===== src/prs_cfg.svh =====
`ifndef PRS_CFG_SVH
`define PRS_CFG_SVH
// register file offsets
`define PRS_OFS_CMD          3'h0
`define PRS_OFS_BLOCK        3'h1
`define PRS_OFS_PARAM0       3'h2
`define PRS_OFS_PARAM1       3'h3
`define PRS_OFS_PARAM2       3'h4
`define PRS_OFS_PARAM3       3'h5
`define PRS_OFS_PARAM4       3'h6
`define PRS_OFS_PARAM5       3'h7
`define PRS_OFS_TRANS        3'h2
`define PRS_OFS_PSUPP        3'h3
`define PRS_OFS_PKTNUM       3'h7
// command codes
`define PRS_CMD_READ_STATUS  8'hb8
`define PRS_CMD_RESUME       8'hb7
`define PRS_CMD_ACK          8'h02
// interface state bit positions
`define PRS_IS_CCR           6
`define PRS_IS_SCF           5
`define PRS_IS_RFB           3
`define PRS_IS_BTR           2
`define PRS_IS_BTD           1
`define PRS_IS_BTT           0
// result codes
`define PRS_TS_GOOD          8'h00
`define PRS_TS_REJECT        8'h01
`define PRS_TS_PKT_FATAL     8'h29
`define PRS_SUPP_NONE        8'hfe
`define PRS_SUPP_BAD_ID      8'h01
`define PRS_SUPP_BAD_PARAM   8'h02
// packet fields
`define PRS_ID_MAX           8'h3f
`define PRS_ID_SUPPORTED     8'h00
`define PRS_SIDE_DEST        2'h0
`define PRS_SIDE_NONE        2'h2
`define PRS_SIDE_SRC         2'h3
`define PRS_ADDR_DEFAULT     24'hffffff
`define PRS_BLOCK_LEN        6'd36
`define PRS_STEP_FIRST       8'h01
// timing: resumable packet retires after this many minutes
`define PRS_TIMEOUT_MIN      64'd15
`define PRS_CLK_PERIOD_NS    64'd10
`define PRS_TIMEOUT_CYC      (`PRS_TIMEOUT_MIN * 64'd60 * 64'd1000000000 / `PRS_CLK_PERIOD_NS)
`endif


===== src/prs_pkg.sv =====
package prs_pkg;
  typedef enum logic [7:0] {
    PRS_PK_NONE      = 8'h00,
    PRS_PK_RECEIVING = 8'h01,
    PRS_PK_EXECUTING = 8'h02,
    PRS_PK_WAITING   = 8'h03,
    PRS_PK_RESUMING  = 8'h04,
    PRS_PK_PREP_WAIT = 8'h05,
    PRS_PK_TERMINATE = 8'h06,
    PRS_PK_ABORTED   = 8'h0a,
    PRS_PK_COMPLETED = 8'h0d
  } prs_pkt_state_e;

  typedef enum logic [1:0] {
    PRS_IF_IDLE   = 2'b00,
    PRS_IF_BLOCK  = 2'b01,
    PRS_IF_DONE   = 2'b10
  } prs_if_state_e;

  typedef logic [7:0] prs_byte_t;
endpackage


===== src/prs_unit.sv =====
`timescale 1ns/10ps
`include "prs_cfg.svh"

// How it works
// - resume restarts suspended packet from buffer
// - valid resume posts nothing; illegal posts completion
// - rejected resume leaves packet state untouched
// - packet number 00..3f, only zero exists
// - all-ff address resumes at stored location
// - streaming tape ignores resume address
// - side flag 0 destination, 3 source
// - side flag ignored when address all ff
// - code b8 sends status block to host
// - reject status read for bad packet number
// - rejection sets defined supplemental code
// - packet state byte reports state codes
// - abort or 15 minute wait gives aborted
// - termination side 0 dest, 3 src, 2 none
// - primary status copies terminating device status
// - supplemental is fe when none given
// - packet offset, msb first
// - packet length, msb first
// - block carries current step operation code
// - step number starts one, counts completed steps
// - copied total advances on output completion
module prs_unit #(
  parameter logic [39:0] TIMEOUT_CYC = 40'(`PRS_TIMEOUT_CYC)
) (
  input  wire logic              i_clk_sys,
  input  wire logic              i_rst_n,
  input  wire logic              i_ce,
  // register file port
  input  wire logic [2:0]        i_addr,
  input  wire logic [7:0]        i_wdata,
  input  wire logic              i_wr,
  input  wire logic              i_rd,
  output logic      [7:0]        o_rdata,
  // packet engine events
  input  wire logic              i_eng_state_set,
  input  wire prs_pkg::prs_pkt_state_e i_eng_state,
  input  wire logic [15:0]       i_pkt_offset,
  input  wire logic [15:0]       i_pkt_length,
  input  wire logic              i_step_start,
  input  wire logic [7:0]        i_step_opcode,
  input  wire logic              i_step_done,
  input  wire logic              i_out_done,
  input  wire logic [15:0]       i_out_count,
  input  wire logic              i_term,
  input  wire logic [1:0]        i_term_side,
  input  wire logic [7:0]        i_term_status,
  input  wire logic              i_term_has_supp,
  input  wire logic [7:0]        i_term_supp,
  input  wire logic              i_abort,
  input  wire logic              i_dev_update,
  input  wire logic              i_dev_is_src,
  input  wire logic [7:0]        i_dev_select,
  input  wire logic [7:0]        i_dev_status,
  input  wire logic [7:0]        i_dev_supp,
  input  wire logic [23:0]       i_dev_addr,
  input  wire logic [31:0]       i_dev_count,
  input  wire logic              i_src_is_tape,
  input  wire logic              i_dst_is_tape,
  // resume request to the packet engine
  output logic                   o_resume_go,
  output logic                   o_resume_use_addr,
  output logic [1:0]             o_resume_side,
  output logic [23:0]            o_resume_addr,
  output prs_pkg::prs_pkt_state_e o_pkt_state
);
  import prs_pkg::*;

  // ------------------------------------------------------------------
  // register file
  // ------------------------------------------------------------------
  prs_byte_t         param_r [0:5];
  prs_byte_t         param_nxt [0:5];
  prs_byte_t         cmd_r, cmd_nxt;
  logic              cmd_pend_r, cmd_pend_nxt;
  logic              ccr_r, ccr_nxt;
  prs_byte_t         trans_r, trans_nxt;
  prs_byte_t         psupp_r, psupp_nxt;
  prs_byte_t         pktnum_r, pktnum_nxt;
  prs_byte_t         rdata_r, rdata_nxt;
  prs_if_state_e     if_r, if_nxt;
  logic [5:0]        idx_r, idx_nxt;
  logic              go_r, go_nxt;
  logic              use_addr_r, use_addr_nxt;
  logic [1:0]        rside_r, rside_nxt;
  logic [23:0]       raddr_r, raddr_nxt;

  // ------------------------------------------------------------------
  // packet status store
  // ------------------------------------------------------------------
  prs_pkt_state_e    pst_r, pst_nxt;
  logic [1:0]        tside_r, tside_nxt;
  prs_byte_t         tstat_r, tstat_nxt;
  prs_byte_t         tsupp_r, tsupp_nxt;
  logic [15:0]       poff_r, poff_nxt;
  logic [15:0]       plen_r, plen_nxt;
  prs_byte_t         opc_r, opc_nxt;
  prs_byte_t         step_r, step_nxt;
  logic [31:0]       copied_r, copied_nxt;
  logic [7:0]        dsel_r [0:1];
  logic [7:0]        dsel_nxt [0:1];
  logic [7:0]        dst_r [0:1];
  logic [7:0]        dst_nxt [0:1];
  logic [7:0]        dsp_r [0:1];
  logic [7:0]        dsp_nxt [0:1];
  logic [23:0]       dad_r [0:1];
  logic [23:0]       dad_nxt [0:1];
  logic [31:0]       dcnt_r [0:1];
  logic [31:0]       dcnt_nxt [0:1];
  logic [39:0]       age_r, age_nxt;

  logic              id_ok;
  logic              addr_dflt;
  logic              flag_ok;
  logic              is_status_cmd;
  logic              is_resume_cmd;
  logic              blk_rd;
  prs_byte_t         blk_byte;
  prs_byte_t         ifstat;

  assign id_ok         = (param_r[0] <= `PRS_ID_MAX) && (param_r[0] == `PRS_ID_SUPPORTED);
  assign addr_dflt     = ({param_r[2], param_r[3], param_r[4]} == `PRS_ADDR_DEFAULT);
  assign flag_ok       = (param_r[1][1:0] == `PRS_SIDE_DEST) || (param_r[1][1:0] == `PRS_SIDE_SRC);
  assign is_status_cmd = cmd_pend_r && (cmd_r == `PRS_CMD_READ_STATUS);
  assign is_resume_cmd = cmd_pend_r && (cmd_r == `PRS_CMD_RESUME);
  assign blk_rd        = i_rd && (i_addr == `PRS_OFS_BLOCK) && (if_r == PRS_IF_BLOCK);

  assign ifstat = {1'b0, ccr_r, 1'b0, 1'b0, cmd_pend_r,
                   (if_r == PRS_IF_BLOCK), (if_r == PRS_IF_BLOCK), 1'b0};

  // ------------------------------------------------------------------
  // status block byte selector
  // ------------------------------------------------------------------
  function automatic prs_byte_t blk_sel(input logic [5:0] i);
    logic [0:0] d;
    logic [3:0] k;
    d = 1'b0;
    k = 4'h0;
    if (i >= 6'd26) begin
      d = 1'b1;
      k = 4'(i - 6'd26);
    end else if (i >= 6'd16) begin
      k = 4'(i - 6'd16);
    end
    blk_sel = 8'h00;
    if (i >= 6'd16) begin
      unique case (k)
        4'h0: blk_sel = dsel_r[d];
        4'h1: blk_sel = dst_r[d];
        4'h2: blk_sel = dsp_r[d];
        4'h3: blk_sel = dad_r[d][23:16];
        4'h4: blk_sel = dad_r[d][15:8];
        4'h5: blk_sel = dad_r[d][7:0];
        4'h6: blk_sel = dcnt_r[d][31:24];
        4'h7: blk_sel = dcnt_r[d][23:16];
        4'h8: blk_sel = dcnt_r[d][15:8];
        4'h9: blk_sel = dcnt_r[d][7:0];
        default: blk_sel = 8'h00;
      endcase
    end else begin
      unique case (i[3:0])
        4'h0: blk_sel = pktnum_r;
        4'h1: blk_sel = pst_r;
        4'h2: blk_sel = {6'h00, tside_r};
        4'h3: blk_sel = tstat_r;
        4'h4: blk_sel = tsupp_r;
        4'h5: blk_sel = 8'h00;
        4'h6: blk_sel = poff_r[15:8];
        4'h7: blk_sel = poff_r[7:0];
        4'h8: blk_sel = plen_r[15:8];
        4'h9: blk_sel = plen_r[7:0];
        4'ha: blk_sel = opc_r;
        4'hb: blk_sel = step_r;
        4'hc: blk_sel = copied_r[31:24];
        4'hd: blk_sel = copied_r[23:16];
        4'he: blk_sel = copied_r[15:8];
        4'hf: blk_sel = copied_r[7:0];
        default: blk_sel = 8'h00;
      endcase
    end
  endfunction

  // a continuous assign would not follow the stored fields the function reads
  always_comb begin
    blk_byte = blk_sel(idx_r);
  end

  // ------------------------------------------------------------------
  // host command and register file
  // ------------------------------------------------------------------
  always_comb begin
    for (int p = 0; p < 6; p++) begin
      param_nxt[p] = param_r[p];
    end
    cmd_nxt      = cmd_r;
    cmd_pend_nxt = 1'b0;
    ccr_nxt      = ccr_r;
    trans_nxt    = trans_r;
    psupp_nxt    = psupp_r;
    pktnum_nxt   = pktnum_r;
    if_nxt       = if_r;
    idx_nxt      = idx_r;
    go_nxt       = 1'b0;
    use_addr_nxt = use_addr_r;
    rside_nxt    = rside_r;
    raddr_nxt    = raddr_r;
    rdata_nxt    = rdata_r;

    if (i_wr && (i_addr >= `PRS_OFS_PARAM0)) begin
      param_nxt[3'(i_addr - `PRS_OFS_PARAM0)] = i_wdata;
    end
    if (i_wr && (i_addr == `PRS_OFS_CMD)) begin
      cmd_nxt      = i_wdata;
      cmd_pend_nxt = 1'b1;
      if (i_wdata == `PRS_CMD_ACK) begin
        ccr_nxt = 1'b0;
      end
    end

    if (i_rd) begin
      unique case (i_addr)
        `PRS_OFS_CMD:    rdata_nxt = ifstat;
        `PRS_OFS_BLOCK:  rdata_nxt = (if_r == PRS_IF_BLOCK) ? blk_byte : 8'h00;
        `PRS_OFS_TRANS:  rdata_nxt = trans_r;
        `PRS_OFS_PSUPP:  rdata_nxt = psupp_r;
        `PRS_OFS_PKTNUM: rdata_nxt = pktnum_r;
        default:         rdata_nxt = 8'h00;
      endcase
    end

    if (blk_rd) begin
      if (idx_r == `PRS_BLOCK_LEN - 6'd1) begin
        if_nxt = PRS_IF_DONE;
      end else begin
        idx_nxt = idx_r + 6'd1;
      end
    end
    if (if_r == PRS_IF_DONE) begin
      if_nxt    = PRS_IF_IDLE;
      ccr_nxt   = 1'b1;
      trans_nxt = `PRS_TS_GOOD;
      psupp_nxt = `PRS_SUPP_NONE;
    end

    // host keeps off during host steps
    if (is_status_cmd) begin
      pktnum_nxt = param_r[0];
      if (id_ok && (pst_r != PRS_PK_NONE)) begin
        if_nxt  = PRS_IF_BLOCK;
        idx_nxt = 6'd0;
      end else begin
        ccr_nxt   = 1'b1;
        trans_nxt = `PRS_TS_REJECT;
        psupp_nxt = `PRS_SUPP_BAD_ID;
      end
    end

    if (is_resume_cmd) begin
      pktnum_nxt = param_r[0];
      if (id_ok && (pst_r == PRS_PK_WAITING) && (addr_dflt || flag_ok)) begin
        go_nxt       = 1'b1;
        use_addr_nxt = !addr_dflt &&
                       !((param_r[1][1:0] == `PRS_SIDE_SRC) ? i_src_is_tape : i_dst_is_tape);
        rside_nxt    = addr_dflt ? `PRS_SIDE_NONE : param_r[1][1:0];
        raddr_nxt    = {param_r[2], param_r[3], param_r[4]};
      end else begin
        ccr_nxt   = 1'b1;
        trans_nxt = `PRS_TS_PKT_FATAL;
        psupp_nxt = `PRS_SUPP_BAD_PARAM;
      end
    end
  end

  always_ff @(posedge i_clk_sys) begin
    if (!i_rst_n) begin
      for (int p = 0; p < 6; p++) begin
        param_r[p] <= 8'h00;
      end
      cmd_r      <= 8'h00;
      cmd_pend_r <= 1'b0;
      ccr_r      <= 1'b0;
      trans_r    <= 8'h00;
      psupp_r    <= 8'h00;
      pktnum_r   <= 8'h00;
      if_r       <= PRS_IF_IDLE;
      idx_r      <= 6'd0;
      go_r       <= 1'b0;
      use_addr_r <= 1'b0;
      rside_r    <= `PRS_SIDE_NONE;
      raddr_r    <= 24'h000000;
      rdata_r    <= 8'h00;
    end else if (i_ce) begin
      for (int p = 0; p < 6; p++) begin
        param_r[p] <= param_nxt[p];
      end
      cmd_r      <= cmd_nxt;
      cmd_pend_r <= cmd_pend_nxt;
      ccr_r      <= ccr_nxt;
      trans_r    <= trans_nxt;
      psupp_r    <= psupp_nxt;
      pktnum_r   <= pktnum_nxt;
      if_r       <= if_nxt;
      idx_r      <= idx_nxt;
      go_r       <= go_nxt;
      use_addr_r <= use_addr_nxt;
      rside_r    <= rside_nxt;
      raddr_r    <= raddr_nxt;
      rdata_r    <= rdata_nxt;
    end
  end

  // ------------------------------------------------------------------
  // packet progress tracking
  // ------------------------------------------------------------------
  always_comb begin
    pst_nxt    = pst_r;
    tside_nxt  = tside_r;
    tstat_nxt  = tstat_r;
    tsupp_nxt  = tsupp_r;
    poff_nxt   = poff_r;
    plen_nxt   = plen_r;
    opc_nxt    = opc_r;
    step_nxt   = step_r;
    copied_nxt = copied_r;
    age_nxt    = 40'd0;
    for (int d = 0; d < 2; d++) begin
      dsel_nxt[d] = dsel_r[d];
      dst_nxt[d]  = dst_r[d];
      dsp_nxt[d]  = dsp_r[d];
      dad_nxt[d]  = dad_r[d];
      dcnt_nxt[d] = dcnt_r[d];
    end

    if (i_eng_state_set) begin
      pst_nxt = i_eng_state;
      if (i_eng_state == PRS_PK_RECEIVING) begin
        poff_nxt   = i_pkt_offset;
        plen_nxt   = i_pkt_length;
        step_nxt   = `PRS_STEP_FIRST;
        copied_nxt = 32'd0;
        tside_nxt  = `PRS_SIDE_NONE;
        tsupp_nxt  = `PRS_SUPP_NONE;
      end
    end
    if (i_step_start) begin
      opc_nxt = i_step_opcode;
    end
    if (i_step_done) begin
      step_nxt = step_nxt + 8'h01;
    end
    if (i_out_done) begin
      copied_nxt = copied_r + 32'(i_out_count);
    end
    if (i_term) begin
      tside_nxt = i_term_side;
      tstat_nxt = i_term_status;
      tsupp_nxt = i_term_has_supp ? i_term_supp : `PRS_SUPP_NONE;
    end
    if (i_dev_update) begin
      dsel_nxt[!i_dev_is_src] = i_dev_select;
      dst_nxt[!i_dev_is_src]  = i_dev_status;
      dsp_nxt[!i_dev_is_src]  = i_dev_supp;
      dad_nxt[!i_dev_is_src]  = i_dev_addr;
      dcnt_nxt[!i_dev_is_src] = i_dev_count;
    end

    // failed resume leaves state as is
    if (go_r) begin
      pst_nxt = PRS_PK_RESUMING;
    end

    if (pst_r == PRS_PK_WAITING) begin
      age_nxt = age_r + 40'd1;
    end
    if (i_abort || ((pst_r == PRS_PK_WAITING) && (age_r >= TIMEOUT_CYC - 40'd1))) begin
      pst_nxt = PRS_PK_ABORTED;
    end
  end

  always_ff @(posedge i_clk_sys) begin
    if (!i_rst_n) begin
      pst_r    <= PRS_PK_NONE;
      tside_r  <= `PRS_SIDE_NONE;
      tstat_r  <= 8'h00;
      tsupp_r  <= `PRS_SUPP_NONE;
      poff_r   <= 16'h0000;
      plen_r   <= 16'h0000;
      opc_r    <= 8'h00;
      step_r   <= `PRS_STEP_FIRST;
      copied_r <= 32'h00000000;
      age_r    <= 40'd0;
      for (int d = 0; d < 2; d++) begin
        dsel_r[d] <= 8'h00;
        dst_r[d]  <= 8'h00;
        dsp_r[d]  <= `PRS_SUPP_NONE;
        dad_r[d]  <= 24'h000000;
        dcnt_r[d] <= 32'h00000000;
      end
    end else if (i_ce) begin
      pst_r    <= pst_nxt;
      tside_r  <= tside_nxt;
      tstat_r  <= tstat_nxt;
      tsupp_r  <= tsupp_nxt;
      poff_r   <= poff_nxt;
      plen_r   <= plen_nxt;
      opc_r    <= opc_nxt;
      step_r   <= step_nxt;
      copied_r <= copied_nxt;
      age_r    <= age_nxt;
      for (int d = 0; d < 2; d++) begin
        dsel_r[d] <= dsel_nxt[d];
        dst_r[d]  <= dst_nxt[d];
        dsp_r[d]  <= dsp_nxt[d];
        dad_r[d]  <= dad_nxt[d];
        dcnt_r[d] <= dcnt_nxt[d];
      end
    end
  end

  // ------------------------------------------------------------------
  // outputs
  // ------------------------------------------------------------------
  assign o_rdata           = rdata_r;
  assign o_resume_go       = go_r;
  assign o_resume_use_addr = use_addr_r;
  assign o_resume_side     = rside_r;
  assign o_resume_addr     = raddr_r;
  assign o_pkt_state       = pst_r;
endmodule


===== config.mk =====
export PLATFORM = sky130hd
export DESIGN_NAME = prs_unit
export DESIGN_NICKNAME = d
export VERILOG_FILES = /design/src/prs_pkg.sv /design/src/prs_unit.sv
export VERILOG_INCLUDE_DIRS = /design/src
export SDC_FILE = /design/constraint.sdc
export NUM_CORES = 1
export LEC_CHECK = 0
export BUFFER_PORTS_ARGS = -buffer_cell sky130_fd_sc_hd__clkbuf_2
export CORE_ASPECT_RATIO = 1.25
export CORE_MARGIN = 4
export CORE_UTILIZATION = 64
export DETAILED_ROUTE_END_ITERATION = 7
export PLACE_DENSITY = 0.95
export SLEW_MARGIN = 5
export SYNTH_ARGS = -nofsm -noshare
export SYNTH_HDL_FRONTEND = slang
export SYNTH_SLANG_ARGS = --single-unit

===== constraint.sdc =====
create_clock -name i_clk_sys -period 12.4 [get_ports i_clk_sys]
set_input_delay 2.48 -clock i_clk_sys [delete_from_list [all_inputs] [get_ports i_clk_sys]]
set_output_delay 2.48 -clock i_clk_sys [all_outputs]
set_load 0.02 [all_outputs]

==> results of run 1 <==
==> final timing paths <==
check	slack [ps]	to
setup / recovery	7410	copied_r[24]
hold / removal	460	psupp_r[7]
setup reg to reg	8440	o_rdata[4]
hold reg to reg	460	psupp_r[7]
==> power by group through the flow <==
stage | registers (mW) | logic (mW) | clock network, mW
after detailed placement | 1.57 | 0.252 | 0
after CTS | 1.54 | 0.256 | 1.18
after global placement | 1.57 | 0.240 | 0
after floorplan | 1.56 | 0.167 | 0
final | 1.54 | 0.261 | 1.18
after global routing | 1.55 | 0.281 | 1.24
==> registers in the layout, indices dropped and copies added (netlist names), 16 cells and up <==
| register | cells |
|---|---|
| dcnt_r | 64 |
| dad_r | 48 |
| age_r | 40 |
| param_r | 34 |
| copied_r | 32 |
| o_resume_addr | 24 |
| dsel_r | 16 |
| dsp_r | 16 |
| dst_r | 16 |
| plen_r | 16 |
| poff_r | 16 |
==> per-stage QoR <==
stage | area, µm² | power (mW)
global placement | 22600 | 1.81
global route | 23800 | 3.07
CTS | 23800 | 2.98
floorplan | 21300 | 1.73
finish | 23800 | 2.99
detailed placement | 22600 | 1.82
==> placed cells by master, fill, tap and decap left out, types with 6 or more instances in the layout <==
cell type	instances
or2_2	6
or3_1	16
o21ai_0	55
o211ai_1	9
nand4_1	23
nor2_1	335
inv_1	18
xnor2_1	30
nor3_1	26
a21o_1	13
a221oi_1	16
clkbuf_2	231
o21bai_1	8
edfxtp_1	194
clkinv_2	9
nor4_1	26
ha_1	27
nand3b_1	7
a31oi_1	13
nand2_1	275
and2_1	10
xor2_1	33
nand3_1	70
clkbuf_1	12
a22oi_1	22
nor2b_1	9
a21oi_1	159
clkbuf_8	8
dfxtp_1	224
mux2i_1	281
a211oi_1	10
and3_1	18
a32o_1	9
clkbuf_16	41
o22ai_1	18
nand2b_1	8
a222oi_1	8
buf_4	20
==> cells by family after synthesis <==
logic type | after synthesis
AO/OA/AOI/OAI | 401
XOR/XNOR | 63
adder cells (fa/ha/maj) | 28
buffers and inverters | 162
flip-flops | 418
multiplexers | 285
AND/OR/NAND/NOR | 871
==> final cells by class <==
class                   count  area share (%)
diodes                      2          0.0210
clock buffers              60            4.90
clock inverters            14           0.331
inverters                  20           0.320
multi-input cells        1648            43.5
flip-flops and latches    418            43.2
well taps                 418            2.19
repair buffers            252            5.54
==> routing by layer <==
metal  vias to the layer above  share of wire, %
li1                       8349                 -
met1                      8710                35
met2                      1239                49
met3                       253                11
met4                         0               5.4
met5                         -                 0
==> results.txt, run 1 <==
Unique masters post-synth -> 84
biggest area consumer among synthesized cells -> edfxtp_1
Gate power share -> 8.7%
Synth Area in Simple Gates -> 18.5%
Nets -> 2,597
FF-to-FF path depth -> 10
Vias -> 18,600
Place WS -> 6910 ps
Vias/cell -> 6.55
failing checks -> design-rule violations
Slowest-stage cell, CP -> o21ai_1
Post-DP HPWL -> 41,600 µm
adder-cell share of the synthesized area -> 1.68%
Overflow after GRT -> 0
CP Buf/Inv Count -> 2
largest family of logic cells by synthesized area -> simple AND/OR/NAND/NOR gates
TNS Setup -> 0 ps
switch share -> 24.3%
Compound-Gate Fraction of Synth Area -> 12.2%
setup ws final -> 7410 ps
fin cells -> 2,832
pin count of the biggest net entering global routing -> 105
Yosys top cell area share -> 27.4%
Clock transition at path regs -> 60 ps
#FFs+latches synth -> 418
DR DRC count -> 2
Worst Path Arrival -> 5380 ps
worst hold slack -> 456 ps
EDFF count, synth -> 194
Synth Cell Area -> 21,300 µm²
clock tree from TritonCTS -> done
hold depth -> 1
Leak Pwr -> 9.49 nW
Cells after DPL -> 2,756
total net switching power -> 0.727 mW
Chip Height -> 212 µm
Critical Path Most Common Cell -> nand2_1
Iter 0 DRT Violations -> 2,718
post-layout util -> 72.7%
initial core utilization -> 65.0%
syn nets -> 2,445
Worst Skew -> 17.8 ps
Storage cell area -> 10,300 µm²
Largest delay share family, worst path -> simple AND/OR/NAND/NOR gates
internal power -> 2.26 mW
met1 capacity usage during global routing -> 39.5%
IO Count -> 233
IO buf count -> 232
mux share of post-synthesis cell area -> 13.4%
grt met2 use -> 55.3%
die area -> 36,300 µm²
Max Cap Viol -> 0
Main synth FF type -> dfxtp_1
final slew viol count -> 0
critical path class -> in2reg
drt first pass iters -> 8
Synth Area in XOR/XNOR -> 2.59%
# hold bufs at CTS -> 0
Largest stage delay, worst path -> 910 ps
cells along the critical path -> clkbuf_2 > nor4b_1 > nand2_1 > nor3_2 > nand2_1 > buf_4 > o21ai_1 > nor2_1
GRT busiest layer -> met2
status -> complete, but fails checks
Core Region -> 32,800 µm²
Hold Fails Final Rpt -> 0
Area Growth Syn to Fin -> 11.9%
GPL Wtd Cong -> 0.947
Syn Area/Cell -> 9.56 µm²
layout cells sized above 1 -> 14.8%
CP startpoint -> i_eng_state[4]
crit end category -> register
Power Dens Cells -> 125 nW/µm²
RSZ-0062 raised after global routing -> no
Clk pwr share -> 39.5%
most numerous cell in the Yosys netlist -> nor2_1
met3 Resource Use GR -> 6.28%
most frequent cells after synthesis -> nor2_1, mux2i_1, nand2_1, dfxtp_1, edfxtp_1
Final Cycle Share -> 40.3%
critical path depth -> 8
# rows -> 74
WL per Instance -> 21.5 µm
top area cells in the synthesized netlist -> edfxtp_1, dfxtp_1, mux2i_1, nor2_1, nand2_1
largest fanout on the critical path -> 41
H-tree depth -> 2
Max clock buf depth -> 3
Routed Antenna Nets -> 0
Reg power frac -> 51.7%
Worst setup SP type -> input pin
Ys Warns -> 0
r2r startpoint -> idx_r[0]
Slew HR -> 14.5%
first-pass GRT wire length -> 94,800 µm
chip width -> 171 µm
Post-Route WL -> 60,900 µm
initial antenna violation count -> 2
post-CTS sizing -> 0
VDD IR max -> 0.108 mV
async set-or-reset flop fraction in the synthesized netlist -> 0%
Total GRT Usage -> 32.4%
Hold Path Class -> reg2reg
filler cell count -> 2,168
Setup-failing EPs final -> 0
Worst Max-Slew Pin Slew -> 1270 ps
Final Critical Period -> 4990 ps
vias in the first global route -> 18,100
register area share after synthesis -> 48.4%
area of the multi-input gates -> 10,400 µm²
hold_sp -> psupp_r[7]
worst endpoint required time -> 12,790 ps
post-CTS setup buffers -> 0
Clock Latency Late Sink -> 550 ps
Syn Inst Count -> 2,228
CTS sink count -> 418
CTS Root Cell -> clkbuf_16
total CTS buffers -> 40
fmax -> 200 MHz
Note: power is estimated with default switching activity, not from simulation.
==> run 2: changes to the inputs <==
CORE_UTILIZATION = 59   (was 64)
PLACE_DENSITY = 0.91   (was 0.95)
clock period = 5.1 ns   (was 12.4 ns; I/O delays follow)
==> results.txt, run 2 (synthesis results as in run 1) <==
status -> finished clean (was complete, but fails checks)
hold_sp -> plen_r[8] (was psupp_r[7])
Worst Max-Slew Pin Slew -> 1250 ps (was 1270 ps)
Iter 0 DRT Violations -> 2,337 (was 2,718)
worst endpoint required time -> 5500 ps (was 12,790 ps)
chip width -> 178 µm (was 171 µm)
die area -> 39,200 µm² (was 36,300 µm²)
Total GRT Usage -> 29.8% (was 32.4%)
pin count of the biggest net entering global routing -> 181 (was 105)
Vias -> 18,400 (was 18,600)
RR Endpoint -> o_rdata[4] (unchanged)
CTS sink count -> 418 (unchanged)
Largest regs -> dcnt_r x64, dad_r x48, age_r x40 (unchanged)
Overflow after GRT -> 0 (unchanged)
Core Region -> 35,600 µm² (was 32,800 µm²)
VDD IR max -> 0.188 mV (was 0.108 mV)
fmax -> 275 MHz
Vias/cell -> 6.33 (was 6.55)
GPL Wtd Cong -> 0.982 (was 0.947)
commonest non-fill, non-tap cells in the layout -> nor2_1, mux2i_1, nand2_1 (unchanged)
DR DRC count -> 0 (was 2)
Chip Height -> 220 µm (was 212 µm)
largest fanout on the critical path -> 33 (was 41)
H-tree depth -> 2 (unchanged)
Worst Path Arrival -> 4030 ps (was 5380 ps)
Area Growth Syn to Fin -> 12.9% (was 11.9%)
Power Dens Cells -> 303 nW/µm² (was 125 nW/µm²)
Post-DP HPWL -> 43,100 µm (was 41,600 µm)
total CTS buffers -> 41 (was 40)
initial antenna violation count -> 5 (was 2)
Leak Pwr -> 9.55 nW (was 9.49 nW)
WL per Instance -> 20.9 µm (was 21.5 µm)
clock tree from TritonCTS -> done (unchanged)
final slew viol count -> 0 (unchanged)
critical path class -> reg2reg (was in2reg)
Hold Fails Final Rpt -> 0 (unchanged)
Post-Route WL -> 60,600 µm (was 60,900 µm)
Slew HR -> 16.1% (was 14.5%)
Final Cycle Share -> 71.2%
R2R Setup Slk -> 1470 ps (was 8440 ps)
worst hold slack -> 456 ps (about the same)
most common cell after layout, fill and taps aside -> nor2_1 (unchanged)
Clock transition at path regs -> 60 ps (about the same)
r2r startpoint -> idx_r[0] (unchanged)
Max Cap Viol -> 0 (unchanged)
Final Critical Period -> 3630 ps
RSZ-0062 raised after global routing -> no (unchanged)
# hold bufs at CTS -> 0 (unchanged)
hold depth -> 2 (was 1)
first-pass GRT wire length -> 94,200 µm (was 94,800 µm)
Largest stage delay, worst path -> 790 ps (was 910 ps)
crit end category -> register (unchanged)
post-CTS setup buffers -> 0 (unchanged)
# rows -> 77 (was 74)
Hold EP -> plen_r[8] (was psupp_r[7])
FF-to-FF path depth -> 9 (was 10)
Slowest-stage cell, CP -> or2_2 (was o21ai_1)
Top reg by flops -> dcnt_r (unchanged)
IO buf count -> 232 (unchanged)
Max clock buf depth -> 3 (unchanged)
Setup-failing EPs final -> 0 (unchanged)
post-CTS sizing -> 0 (unchanged)
Hold Path Class -> reg2reg (unchanged)
drt first pass iters -> 7 (was 8)
Clock Latency Late Sink -> 550 ps (about the same)
vias in the first global route -> 18,000 (was 18,100)
IO Count -> 233 (unchanged)
max FFs per register -> 64 (unchanged)
layout cells sized above 1 -> 15.1% (was 14.8%)
Nets -> 2,608 (was 2,597)
initial core utilization -> 59.9% (was 65.0%)
Worst Skew -> 24.9 ps (was 17.8 ps)
Routed Antenna Nets -> 0 (unchanged)
Worst setup SP type -> register (was input pin)
TNS Setup -> 0 ps (unchanged)
cells along the critical path -> inv_1 > ha_1 > nor4_4 > or2_2 > buf_4 > mux2i_1 > o22ai_1 > nor4_1 > a221oi_1 (was clkbuf_2 > nor4b_1 > nand2_1 > nor3_2 > nand2_1 > buf_4 > o21ai_1 > nor2_1)
CTS Root Cell -> clkbuf_16 (unchanged)
## run 2: cell count changes in the layout (fill, tap and decap cells not counted), sizes merged
cell	previous run	this run
buf	20	30
clkbuf	292	299
clkinv	12	6
clkinvlp	1	2
diode	2	3
inv	21	20
## run 2: routing by layer
metal | vias to the layer above | part of all wire [%] | GRT usage, %
met5 | - | 0.021 | 0
met4 | 2 | 4.9 | 13.2
met3 | 222 | 10 | 5.81
met2 | 1050 | 48 | 50.0
met1 | 8719 | 37 | 37.4
li1 | 8375 | - | -
## run 2: where the power goes
| group | internal [mW] | switching (mW) |
|---|---|---|
| registers | 3.66 | 0.0967 |
| logic | 0.248 | 0.391 |
| clock network | 1.63 | 1.27 |
| total | 5.54 | 1.76 |
## run 2: worst max-delay path by stage
stage | endpoint | start | slack (ps)
finish | o_rdata[4] | idx_r[0] | 1470
global route | o_rdata[5] | idx_r[0] | 1280
CTS | o_rdata[5] | idx_r[0] | 1470
detailed placement | tsupp_r[3] | i_eng_state[4] | 1370
global placement | tside_r[0] | i_eng_state[4] | 1440
floorplan | param_r[0][0] | i_addr[2] | 330
## run 2: critical path: cells and delay by family, from the launching register on
kind / cells / cell delay (ps)
and+or+nand+nor: 3 / 1650
muxes: 1 / 220
adders and majority gates: 1 / 280
AOI/OAI and AO/OA: 2 / 300
DFF: 1 / 480
buffers and inverters: 2 / 540
## run 2: final cells by class
type	instances	area, µm²
fillers	2599	11500
multi-input cells	1648	10400
flip-flops and latches	418	10300
repair buffers	262	1430
clock buffers	67	1210
well taps	474	593
inverters	20	76.3
clock inverters	8	51.3
diodes	3	7.51
## run 2: stage by stage
stage	area (µm²)	worst slack, ps	util [%]	std cells	power, mW
2_1_floorplan	21300	332	-	2228	4.20
3_3_place_gp	22800	1440	64.1	2822	4.40
3_5_place_dp	22800	1370	64.1	2822	4.45
4_1_cts	24000	1470	67.6	2897	7.30
5_1_grt	24000	1280	67.6	2899	7.50
6_report	24100	1470	67.7	2900	7.29
